[config.mk]
export PLATFORM = sky130hd
export DESIGN_NAME = sce_command_executor
export DESIGN_NICKNAME = d
export VERILOG_FILES = /design/src/rtl/sce_pkg.sv /design/src/rtl/sce_queue.sv /design/src/rtl/sce_delay_timer.sv /design/src/rtl/sce_command_executor.sv
export SDC_FILE = /design/constraint.sdc
export NUM_CORES = 2
export LEC_CHECK = 0
export BUFFER_PORTS_ARGS = -buffer_cell sky130_fd_sc_hd__buf_2
export CAP_MARGIN = 20
export CORE_MARGIN = 2
export CORE_UTILIZATION = 62
export DETAILED_ROUTE_END_ITERATION = 7
export PLACE_DENSITY = 0.87
export SLEW_MARGIN = 30
export SYNTH_ARGS = -nofsm -noshare
export SYNTH_HDL_FRONTEND = slang
export SYNTH_SLANG_ARGS = --single-unit
export TNS_END_PERCENT = 50
[constraint.sdc]
create_clock -name clk -period 7.2 [get_ports clk]
set_input_delay 1.44 -clock clk [delete_from_list [all_inputs] [get_ports clk]]
set_output_delay 1.44 -clock clk [all_outputs]
set_load 0.01 [all_outputs]
[src/rtl/sce_pkg.sv]
// Constants and carrier types for the host command executor of the SAR controller.
// Assumes one 125 MHz core clock and a synchronous, active-high reset.

package sce_pkg;

  // ----------------------------------------------------------------------
  // Command word layout
  // ----------------------------------------------------------------------
  localparam int OP_HI    = 29;
  localparam int OP_LO    = 26;
  localparam int SEL_BIT  = 25;
  localparam int IDX_HI   = 18;
  localparam int IDX_LO   = 4;
  localparam int POOL_HI  = 20;
  localparam int POOL_LO  = 16;
  localparam int CNT_HI   = 15;
  localparam int CNT_LO   = 0;
  localparam int BUSY_BIT = 31;

  localparam int IDX_W  = IDX_HI - IDX_LO + 1;
  localparam int POOL_W = POOL_HI - POOL_LO + 1;
  localparam int CNT_W  = CNT_HI - CNT_LO + 1;

  localparam logic [3:0] OP_OPEN    = 4'h8;
  localparam logic [3:0] OP_CLOSE   = 4'h9;
  localparam logic [3:0] OP_DEACT   = 4'hA;
  localparam logic [3:0] OP_TX_KICK = 4'hC;
  localparam logic [3:0] OP_REFILL  = 4'hD;
  localparam logic [3:0] OP_DELAY   = 4'hF;

  // ----------------------------------------------------------------------
  // Sizes, counts and reset values
  // ----------------------------------------------------------------------
  localparam int CMD_QUEUE_DEPTH = 10;
  localparam int EXT_QUEUE_DEPTH = 10;
  localparam int NUM_POOLS       = 32;
  localparam int DELAY_CYCLES    = 36;
  localparam int NUM_TABLES_DEF  = 64;

  localparam logic [3:0]  RX_DEACT_STATUS = 4'h1;
  localparam logic [31:0] CMD_WORD_RESET  = 32'h0000_0000;
  localparam logic [31:0] EXT_WORD_RESET  = 32'h0000_0000;

  typedef enum logic [1:0] {
    SCE_ST_INIT = 2'b00,
    SCE_ST_RUN  = 2'b01
  } sce_state_t;

  // ----------------------------------------------------------------------
  // Carriers
  // ----------------------------------------------------------------------
  typedef struct packed {
    logic        cmd_wr;
    logic        cmd_rd;
    logic        ext_wr;
    logic        ext_rd;
    logic [31:0] wdata;
  } sce_host_req_t;

  typedef struct packed {
    logic        rvalid;
    logic [31:0] rdata;
    logic        cmd_full;
    logic        ext_full;
  } sce_host_rsp_t;

  typedef struct packed {
    logic             valid;
    logic [IDX_W-1:0] idx;
  } sce_chan_evt_t;

  typedef struct packed {
    logic             valid;
    logic [IDX_W-1:0] idx;
    logic [3:0]       status;
  } sce_rx_post_t;

endpackage

[src/rtl/sce_queue.sv]
// Small first-in first-out queue for host command and extension words.
// Assumes push and pop handshakes on the same clock; no bypass path.
`timescale 1ns/1ps
`default_nettype none

module sce_queue #(
  parameter int WIDTH = 32,
  parameter int DEPTH = 10
) (
  input  wire logic             clk,
  input  wire logic             reset,
  input  wire logic             push_valid,
  output var  logic             push_ready,
  input  wire logic [WIDTH-1:0] push_data,
  output var  logic             pop_valid,
  input  wire logic             pop_ready,
  output var  logic [WIDTH-1:0] pop_data
);
  localparam int AW = (DEPTH > 1) ? $clog2(DEPTH) : 1;
  localparam int CW = $clog2(DEPTH + 1);

  typedef struct packed {
    logic [AW-1:0] wr_ptr;
    logic [AW-1:0] rd_ptr;
    logic [CW-1:0] count;
  } sce_queue_state_t;

  sce_queue_state_t state_reg;
  sce_queue_state_t state_next;
  logic [WIDTH-1:0] mem [0:DEPTH-1];
  logic             do_push;
  logic             do_pop;

  assign push_ready = (state_reg.count != CW'(DEPTH));
  assign pop_valid  = (state_reg.count != '0);
  assign pop_data   = mem[state_reg.rd_ptr];
  assign do_push    = push_valid && push_ready;
  assign do_pop     = pop_valid && pop_ready;

  always_comb begin
    state_next = state_reg;
    if (do_push) begin
      state_next.wr_ptr = (state_reg.wr_ptr == AW'(DEPTH - 1)) ? '0 : state_reg.wr_ptr + 1'b1;
    end
    if (do_pop) begin
      state_next.rd_ptr = (state_reg.rd_ptr == AW'(DEPTH - 1)) ? '0 : state_reg.rd_ptr + 1'b1;
    end
    if (do_push && !do_pop) begin
      state_next.count = state_reg.count + 1'b1;
    end else if (do_pop && !do_push) begin
      state_next.count = state_reg.count - 1'b1;
    end
  end

  always_ff @(posedge clk) begin
    if (reset) begin
      state_reg <= '0;
    end else begin
      state_reg <= state_next;
    end
    if (do_push) begin
      mem[state_reg.wr_ptr] <= push_data;
    end
  end

endmodule

`default_nettype wire

[src/rtl/sce_delay_timer.sv]
// Hold-off timer: busy for a fixed number of cycles after a start pulse.
// Assumes start is a one-cycle pulse; a start while busy restarts the count.
`timescale 1ns/1ps
`default_nettype none

module sce_delay_timer #(
  parameter int CYCLES = 36
) (
  input  wire logic clk,
  input  wire logic reset,
  input  wire logic start,
  output var  logic busy
);
  localparam int CW = $clog2(CYCLES + 1);

  typedef struct packed {
    logic [CW-1:0] remain;
  } sce_timer_state_t;

  sce_timer_state_t state_reg;
  sce_timer_state_t state_next;

  assign busy = (state_reg.remain != '0);

  always_comb begin
    state_next = state_reg;
    if (start) begin
      state_next.remain = CW'(CYCLES);
    end else if (busy) begin
      state_next.remain = state_reg.remain - 1'b1;
    end
  end

  always_ff @(posedge clk) begin
    if (reset) begin
      state_reg <= '0;
    end else begin
      state_reg <= state_next;
    end
  end

endmodule

`default_nettype wire

[src/rtl/sce_command_executor.sv]
// Host command executor: queues host command and extension words, then runs
// open, close, deactivate, transmit kick, buffer refill and delay commands.
// Assumes the transmit engine reports descriptor-end events on tx_done and
// that receive mailbox and transmit logic consume one-cycle event pulses.
`timescale 1ns/1ps
`default_nettype none

module sce_command_executor
  import sce_pkg::*;
#(
  parameter int NUM_TABLES = sce_pkg::NUM_TABLES_DEF
) (
  input  wire logic                   clk,
  input  wire logic                   reset,
  input  wire sce_pkg::sce_host_req_t host_req,
  output var  sce_pkg::sce_host_rsp_t host_rsp,
  input  wire sce_pkg::sce_chan_evt_t tx_done,
  output var  sce_pkg::sce_chan_evt_t tx_kick,
  output var  sce_pkg::sce_rx_post_t  rx_post,
  output var  logic                   ready
);
  import sce_pkg::*;

  localparam int AW = $clog2(NUM_TABLES);

  // --------------------------------------------------------------------
  // State
  // --------------------------------------------------------------------
  typedef struct packed {
    sce_state_t          st;
    logic                rdy;
    logic [IDX_W-1:0]    init_idx;
    logic [IDX_W-1:0]    stack_top;
    logic [31:0]         cmd_word;
    logic [31:0]         ext_word;
    logic [4:0]          pending;
    sce_host_rsp_t       rsp;
    sce_chan_evt_t       kick;
    sce_rx_post_t        post;
    logic [NUM_TABLES-1:0] tx_active;
    logic [NUM_TABLES-1:0] rx_active;
  } sce_exec_state_t;

  sce_exec_state_t state_reg;
  sce_exec_state_t state_next;

  // Free-stack forward links and pool descriptors
  logic [IDX_W-1:0] fwd_link   [0:NUM_TABLES-1];
  logic [CNT_W-1:0] pool_count [0:NUM_POOLS-1];
  logic [31:0]      pool_addr  [0:NUM_POOLS-1];

  logic             fwd_we;
  logic [AW-1:0]    fwd_waddr;
  logic [IDX_W-1:0] fwd_wdata;
  logic             pool_we;
  logic [CNT_W-1:0] pool_wcount;
  logic [31:0]      pool_waddr;

  // --------------------------------------------------------------------
  // Queues and delay timer
  // --------------------------------------------------------------------
  logic        cmd_push_ready;
  logic        cmd_valid;
  logic        cmd_pop;
  logic [31:0] cmd_head;
  logic        ext_push_ready;
  logic        ext_valid;
  logic        ext_pop;
  logic [31:0] ext_head;
  logic        dly_start;
  logic        dly_busy;

  // Words arrive in host order and leave in that order
  sce_queue #(
    .WIDTH (32),
    .DEPTH (CMD_QUEUE_DEPTH)
  ) u_cmd_queue (
    .clk        (clk),
    .reset      (reset),
    .push_valid (host_req.cmd_wr),
    .push_ready (cmd_push_ready),
    .push_data  (host_req.wdata),
    .pop_valid  (cmd_valid),
    .pop_ready  (cmd_pop),
    .pop_data   (cmd_head)
  );

  sce_queue #(
    .WIDTH (32),
    .DEPTH (EXT_QUEUE_DEPTH)
  ) u_ext_queue (
    .clk        (clk),
    .reset      (reset),
    .push_valid (host_req.ext_wr),
    .push_ready (ext_push_ready),
    .push_data  (host_req.wdata),
    .pop_valid  (ext_valid),
    .pop_ready  (ext_pop),
    .pop_data   (ext_head)
  );

  sce_delay_timer #(
    .CYCLES (DELAY_CYCLES)
  ) u_delay (
    .clk   (clk),
    .reset (reset),
    .start (dly_start),
    .busy  (dly_busy)
  );

  // --------------------------------------------------------------------
  // Decode of the queued command
  // --------------------------------------------------------------------
  logic [3:0]        op;
  logic              sel_rx;
  logic [IDX_W-1:0]  idx;
  logic [AW-1:0]     idx_a;
  logic              idx_ok;
  logic [POOL_W-1:0] pool;
  logic [CNT_W-1:0]  cnt;
  logic              exec;
  logic              wr_indicating;

  assign op     = cmd_head[OP_HI:OP_LO];
  assign sel_rx = cmd_head[SEL_BIT];
  assign idx    = cmd_head[IDX_HI:IDX_LO];
  assign idx_a  = idx[AW-1:0];
  assign idx_ok = (idx != '0) && (idx < IDX_W'(NUM_TABLES));
  assign pool   = cmd_head[POOL_HI:POOL_LO];
  assign cnt    = cmd_head[CNT_HI:CNT_LO];

  // A refill waits for its extension word; a delay stalls every queued command
  assign exec = (state_reg.st == SCE_ST_RUN) && cmd_valid && !dly_busy &&
                ((op != OP_REFILL) || ext_valid);
  assign cmd_pop   = exec;
  assign ext_pop   = exec && (op == OP_REFILL);
  assign dly_start = exec && (op == OP_DELAY);

  // Only open and close return an indication
  assign wr_indicating = host_req.cmd_wr && cmd_push_ready &&
                         ((host_req.wdata[OP_HI:OP_LO] == OP_OPEN) ||
                          (host_req.wdata[OP_HI:OP_LO] == OP_CLOSE));

  assign host_rsp = state_reg.rsp;
  assign tx_kick  = state_reg.kick;
  assign rx_post  = state_reg.post;
  // Own flop, so the pin carries no decode of the state code
  assign ready    = state_reg.rdy;

  // --------------------------------------------------------------------
  // Next state
  // --------------------------------------------------------------------
  always_comb begin
    logic             inc;
    logic             dec;
    logic             close_ok;
    logic [IDX_W-1:0] result;
    inc         = wr_indicating;
    dec         = 1'b0;
    close_ok    = 1'b0;
    result      = '0;
    state_next  = state_reg;
    fwd_we      = 1'b0;
    fwd_waddr   = '0;
    fwd_wdata   = '0;
    pool_we     = 1'b0;
    pool_wcount = '0;
    pool_waddr  = '0;
    state_next.kick.valid = 1'b0;
    state_next.post       = '0;
    state_next.rsp.rvalid = 1'b0;

    // Host port: command reads show the indication word with live busy
    if (host_req.cmd_rd) begin
      state_next.rsp.rvalid = 1'b1;
      state_next.rsp.rdata  = {state_reg.pending != '0, state_reg.cmd_word[BUSY_BIT-1:0]};
    end else if (host_req.ext_rd) begin
      state_next.rsp.rvalid = 1'b1;
      state_next.rsp.rdata  = state_reg.ext_word;
    end
    if (host_req.cmd_wr && cmd_push_ready) begin
      state_next.cmd_word = host_req.wdata;
    end
    if (host_req.ext_wr && ext_push_ready) begin
      state_next.ext_word = host_req.wdata;
    end

    // Descriptor with valid clear ends transmission
    if (tx_done.valid && (tx_done.idx < IDX_W'(NUM_TABLES))) begin
      state_next.tx_active[tx_done.idx[AW-1:0]] = 1'b0;
    end

    case (state_reg.st)
      SCE_ST_INIT: begin
        // Chain every table except index 0 into the free stack
        fwd_we    = 1'b1;
        fwd_waddr = state_reg.init_idx[AW-1:0];
        fwd_wdata = (state_reg.init_idx == IDX_W'(NUM_TABLES - 1)) ? '0 :
                    state_reg.init_idx + 1'b1;
        state_next.init_idx = state_reg.init_idx + 1'b1;
        if (state_reg.init_idx == IDX_W'(NUM_TABLES - 1)) begin
          state_next.stack_top = IDX_W'(1);
          state_next.st        = SCE_ST_RUN;
          state_next.rdy       = 1'b1;
        end
      end
      SCE_ST_RUN: begin
        if (exec) begin
          case (op)
            OP_OPEN: begin
              dec    = 1'b1;
              result = state_reg.stack_top;
              if (state_reg.stack_top != '0) begin
                state_next.stack_top = fwd_link[state_reg.stack_top[AW-1:0]];
              end
              state_next.cmd_word = {13'h0000, result, 4'h0};
            end
            OP_CLOSE: begin
              dec      = 1'b1;
              // Refuse a table still active on the selected side
              close_ok = idx_ok && !(sel_rx ? state_reg.rx_active[idx_a] :
                                              state_reg.tx_active[idx_a]);
              if (close_ok) begin
                fwd_we               = 1'b1;
                fwd_waddr            = idx_a;
                fwd_wdata            = state_reg.stack_top;
                state_next.stack_top = idx;
                result               = idx;
              end
              state_next.cmd_word = {13'h0000, result, 4'h0};
            end
            OP_DEACT: begin
              if (idx_ok) begin
                if (sel_rx) begin
                  state_next.rx_active[idx_a] = 1'b0;
                  state_next.post.valid  = 1'b1;
                  state_next.post.idx    = idx;
                  state_next.post.status = RX_DEACT_STATUS;
                end else begin
                  state_next.tx_active[idx_a] = 1'b0;
                end
              end
            end
            OP_TX_KICK: begin
              // Kick to a running channel leaves it alone
              if (idx_ok && !state_next.tx_active[idx_a]) begin
                state_next.tx_active[idx_a] = 1'b1;
                state_next.kick.valid       = 1'b1;
                state_next.kick.idx         = idx;
              end
            end
            OP_REFILL: begin
              pool_we = 1'b1;
              if (pool_count[pool] != '0) begin
                pool_wcount = pool_count[pool] + cnt;
                pool_waddr  = pool_addr[pool];
              end else begin
                pool_wcount = cnt;
                pool_waddr  = ext_head;
              end
            end
            default: begin
              // Delay and unknown opcodes change no table state
            end
          endcase
        end
      end
      default: begin
        state_next.st  = SCE_ST_INIT;
        state_next.rdy = 1'b0;
      end
    endcase

    // Set and clear cancel out when both land together
    state_next.pending     = state_reg.pending + {4'h0, inc} - {4'h0, dec};
    state_next.rsp.cmd_full = !cmd_push_ready;
    state_next.rsp.ext_full = !ext_push_ready;
  end

  always_ff @(posedge clk) begin
    if (reset) begin
      state_reg          <= '0;
      state_reg.st       <= SCE_ST_INIT;
      state_reg.cmd_word <= CMD_WORD_RESET;
      state_reg.ext_word <= EXT_WORD_RESET;
    end else begin
      state_reg <= state_next;
    end
    if (fwd_we) begin
      fwd_link[fwd_waddr] <= fwd_wdata;
    end
    // Pools start empty, so the first refill of each one loads it
    if (reset) begin
      for (int i = 0; i < NUM_POOLS; i++) begin
        pool_count[i] <= '0;
      end
    end else if (pool_we) begin
      pool_count[pool] <= pool_wcount;
      pool_addr[pool]  <= pool_waddr;
    end
  end

  logic [6:0] since_delay;
  always_ff @(posedge clk) begin
    if (reset) begin
      since_delay <= 7'h7F;
    end else if (dly_start) begin
      since_delay <= 7'h00;
    end else if (since_delay != 7'h7F) begin
      since_delay <= since_delay + 7'h01;
    end
  end
endmodule

`default_nettype wire

==> impl_metrics.py <==
metrics = {
    "detailed_routing": {
        "vias_per_cell": 7.03,
        "first_pass_iters": 8,
        "drc": 5,
        "ant_nets": 0,
        "dr_total_vias": 37900,
        "wl_mm": 172,
        "drtIter0Drc": 6663,
        "drt-wirelength-per-cell_um": 31.9,
    },
    "run": {
        "cap_violations": 0,
    },
    "layout": {
        "area_delta_synth_final_pct": 12.9,
        "largest_reg_flops": 960,
        "final_util": 0.708,
        "final_nets": 4064,
        "drive_gt1_frac": 0.244,
        "n_fill_cell": 5721,
    },
    "setup_path": {
        "endpoint": "fwd_link[55][6]$_DFFE_PP_",
        "r2r_setup_slack_ns": 0.92,
        "worstSetupPathType": "flip-flop to flip-flop",
        "cp-end-kind": "flip-flop",
        "worstPathRequired_ns": 7.64,
        "rr_endpoint": "fwd_link[55][6]$_DFFE_PP_",
        "rr_worst_depth": 15,
        "arrival_ns": 6.72,
        "worstPathMaxFanout": 27,
        "cp-start-kind": "flip-flop",
    },
    "timing": {
        "finClkSkew_ns": 0.0349,
        "setup_viol": 0,
        "slew-limit-headroom": 0.310,
        "hold_viol_final": 0,
        "final.min_clock_period_ns": 6.28,
        "timing.fmax_mhz": 159,
        "fin_tns_setup_ns": 0,
        "finalCritPeriodShare": 0.872,
        "rsz0062_at_grt": "no",
        "slew_viol_final": 0,
        "whs_ns": 0.430,
        "tightestPinTransition_ns": 1.03,
    },
    "clock_tree": {
        "insertion_delay_ns": 0.80,
        "cts_setup_buffers": 0,
        "clock_sinks": 1486,
        "cts_tree": "yes",
        "clockBufferDepth": 3,
        "cts_resized": 0,
        "cts_hold_buf": 0,
        "path_clk_slew_ns": 0.06,
        "htree_levels": 4,
        "cts_made_buffers": 144,
        "root_buffer": "clkbuf_16",
    },
    "power": {
        "seq_power_share": 0.523,
        "clkPwrFrac": 0.433,
        "p_int_w": 0.0139,
        "power.density_cell_area_mw_per_mm2": 261,
        "p_sw_frac": 0.223,
        "peakVddDrop_mv": 0.268,
        "leakagePower_nw": 22.1,
        "comb_power_share": 0.044,
        "power.total_w": 0.0179,
        "p_switching_w": 0.00399,
    },
    "global_routing": {
        "grt_max_degree": 122,
        "grt_pass1_wl_mm": 251,
        "grt_use_total": 0.345,
        "grt_pass1_vias": 36800,
        "antenna_found_initial": 13,
        "overflow": 0,
    },
    "logic_synthesis": {
        "syn_area_mm2": 0.0608,
        "syn_inst": 3859,
        "synth-main-ff-cell": "edfxtp_1",
        "yosysSeqAreaShare": 0.680,
        "yosysWarnings": 0,
        "ys_ff_latch": 1486,
        "synth_edf_count": 1160,
        "synthDistinctLibCells": 93,
        "synthArstFlopShare": 0,
        "syn-mean-instance-area_um2": 15.8,
    },
    "place": {
        "gp_congestion": 0.959,
        "port-buffer-count": 122,
        "dpl.hpwl_mm": 101,
    },
    "floorplanning": {
        "dieHeight_um": 317,
        "die-area_mm2": 0.101,
        "coreArea_mm2": 0.0970,
        "rows": 114,
        "start_util": 0.627,
        "io_pins": 126,
        "fp.dieW_um": 317,
    },
    "hold_path": {
        "hp-class": "flip-flop to flip-flop",
    },
    "outcome": {
        "violations": "design-rule violations",
        "outcome": "finished with violations",
    },
}
## power groups by stage
stage	Combinational, W	Clock [W]	Sequential, W
3_5_place_dp	0.000748	0	0.00954
4_1_cts	0.000761	0.00781	0.00936
5_1_grt	0.000829	0.00811	0.00936
6_report	0.000790	0.00776	0.00936
2_1_floorplan	0.000452	0	0.00953
3_3_place_gp	0.000704	0	0.00953
## routing by layer
metal / up-vias / wire length (um) / track usage
li1: 15300 / - / -
met1: 19000 / 58400 / 0.436
met2: 2889 / 84000 / 0.562
met3: 659 / 18400 / 0.0713
met4: 10 / 11100 / 0.194
met5: - / 72 / 0
## final cells by class
cell class                 instances  area (um2)  area share
sequential                      1486       41400       0.603
multi-input combinational       2029       18500       0.270
clock buffer                     182        3810      0.0555
timing repair buffer             307        2250      0.0327
tap                             1276        1600      0.0232
clock inverter                    80         998      0.0145
inverter                          25        93.8     0.00137
antenna                            6        15.0    0.000219
## cells in the mapped netlist, types with 8 or more instances
cell      instances  area (um2)
or4_1             8        60.1
and3_1           24         150
or3_1            11        68.8
a21boi_0         58         435
nor4_2           14         175
nand3b_1         10        75.1
edfxtp_1       1160       34800
nor3_1           29         145
xor2_1           13         114
clkbuf_1        156         586
nand4_1          11        68.8
o22a_1           17         149
o22ai_1          29         181
xnor2_1          24         210
nand2_1         320        1200
a22oi_1          18         135
and2_1           18         113
dfxtp_1         326        6530
nor4b_1          18         158
nand3_1          61         305
a31oi_1          20         125
mux4_2          330        7430
buf_4            83         623
buf_2            38         190
buf_1            46         173
ha_1             14         175
a21oi_1         197         986
o21ai_0         110         551
inv_1            21        78.8
nor2_1          230         863
mux2i_1         147        1470
nor4_1           44         275
a211oi_1         73         548
nor2b_1          17         106
## worst max-delay path, stage by stage, from the launching register on
cell	delay, ns
dfxtp_4	0.67
buf_12	0.24
mux4_2	0.51
mux2_2	0.28
o21ai_1	0.52
nor3b_2	0.35
o2111ai_2	0.24
nand2b_1	0.27
nand3b_1	0.23
or4_4	0.59
a211oi_4	0.30
buf_4	0.29
a22oi_2	0.23
buf_4	0.33
nor4_2	0.46
buf_4	0.37
## cell families (layout without fill, tap and decap cells)
family                   after synthesis  in the layout  share of synthesized area
flip-flops                          1486           1486                      0.680
adder cells (fa/ha/maj)               17             17                    0.00387
multiplexers                         489            489                      0.149
XOR/XNOR                              37             37                    0.00533
buffers and inverters                355            594                     0.0291
other                                  1             18                  0.0000616
AND/OR/NAND/NOR                      852            852                     0.0668
AO/OA/AOI/OAI                        622            622                     0.0664
## per-stage QoR
stage | cell area [um2] | setup slack (ns) | cells
after floorplan | 60900 | 1.38 | 3870
after global placement | 63600 | 1.15 | 5114
after detailed placement | 63700 | 1.09 | 5118
after CTS | 68500 | 1.08 | 5380
after global routing | 68700 | 0.691 | 5385
final | 68700 | 0.923 | 5391
## how the worst min path moves through the flow
| stage | endpoint | from | cells past startpoint |
|---|---|---|---|
| floorplan | state_reg[41]$_SDFFE_PP0P_ | state_reg[41]$_SDFFE_PP0P_ | 2 |
| global placement | state_reg[41]$_SDFFE_PP0P_ | state_reg[41]$_SDFFE_PP0P_ | 2 |
| detailed placement | state_reg[30]$_SDFFE_PP0P_ | state_reg[30]$_SDFFE_PP0P_ | 2 |
| CTS | state_reg[17]$_SDFFE_PP0P_ | state_reg[17]$_SDFFE_PP0P_ | 2 |
| global route | state_reg[30]$_SDFFE_PP0P_ | state_reg[30]$_SDFFE_PP0P_ | 2 |
| finish | state_reg[17]$_SDFFE_PP0P_ | state_reg[17]$_SDFFE_PP0P_ | 2 |
## cell usage in the layout, fill, tap and decap left out, types with 18 or more instances in the layout
cell          n
clkbuf_1     31
mux4_2      330
nor4_2       29
dfxtp_1     320
inv_1        20
o21ai_0      95
a31oi_1      18
xnor2_1      24
nor3_1       19
a22oi_1      18
a21boi_0     58
edfxtp_1   1160
clkinv_1     19
mux2i_1     147
a21oi_1     196
buf_2       120
nor2_1      225
clkbuf_16   145
nand3_1      61
and3_1       23
buf_4       170
o22ai_1      29
and2_1       18
a211oi_1     73
clkinv_2     21
nand2_1     320
Power figures use the tool's default switching activity.
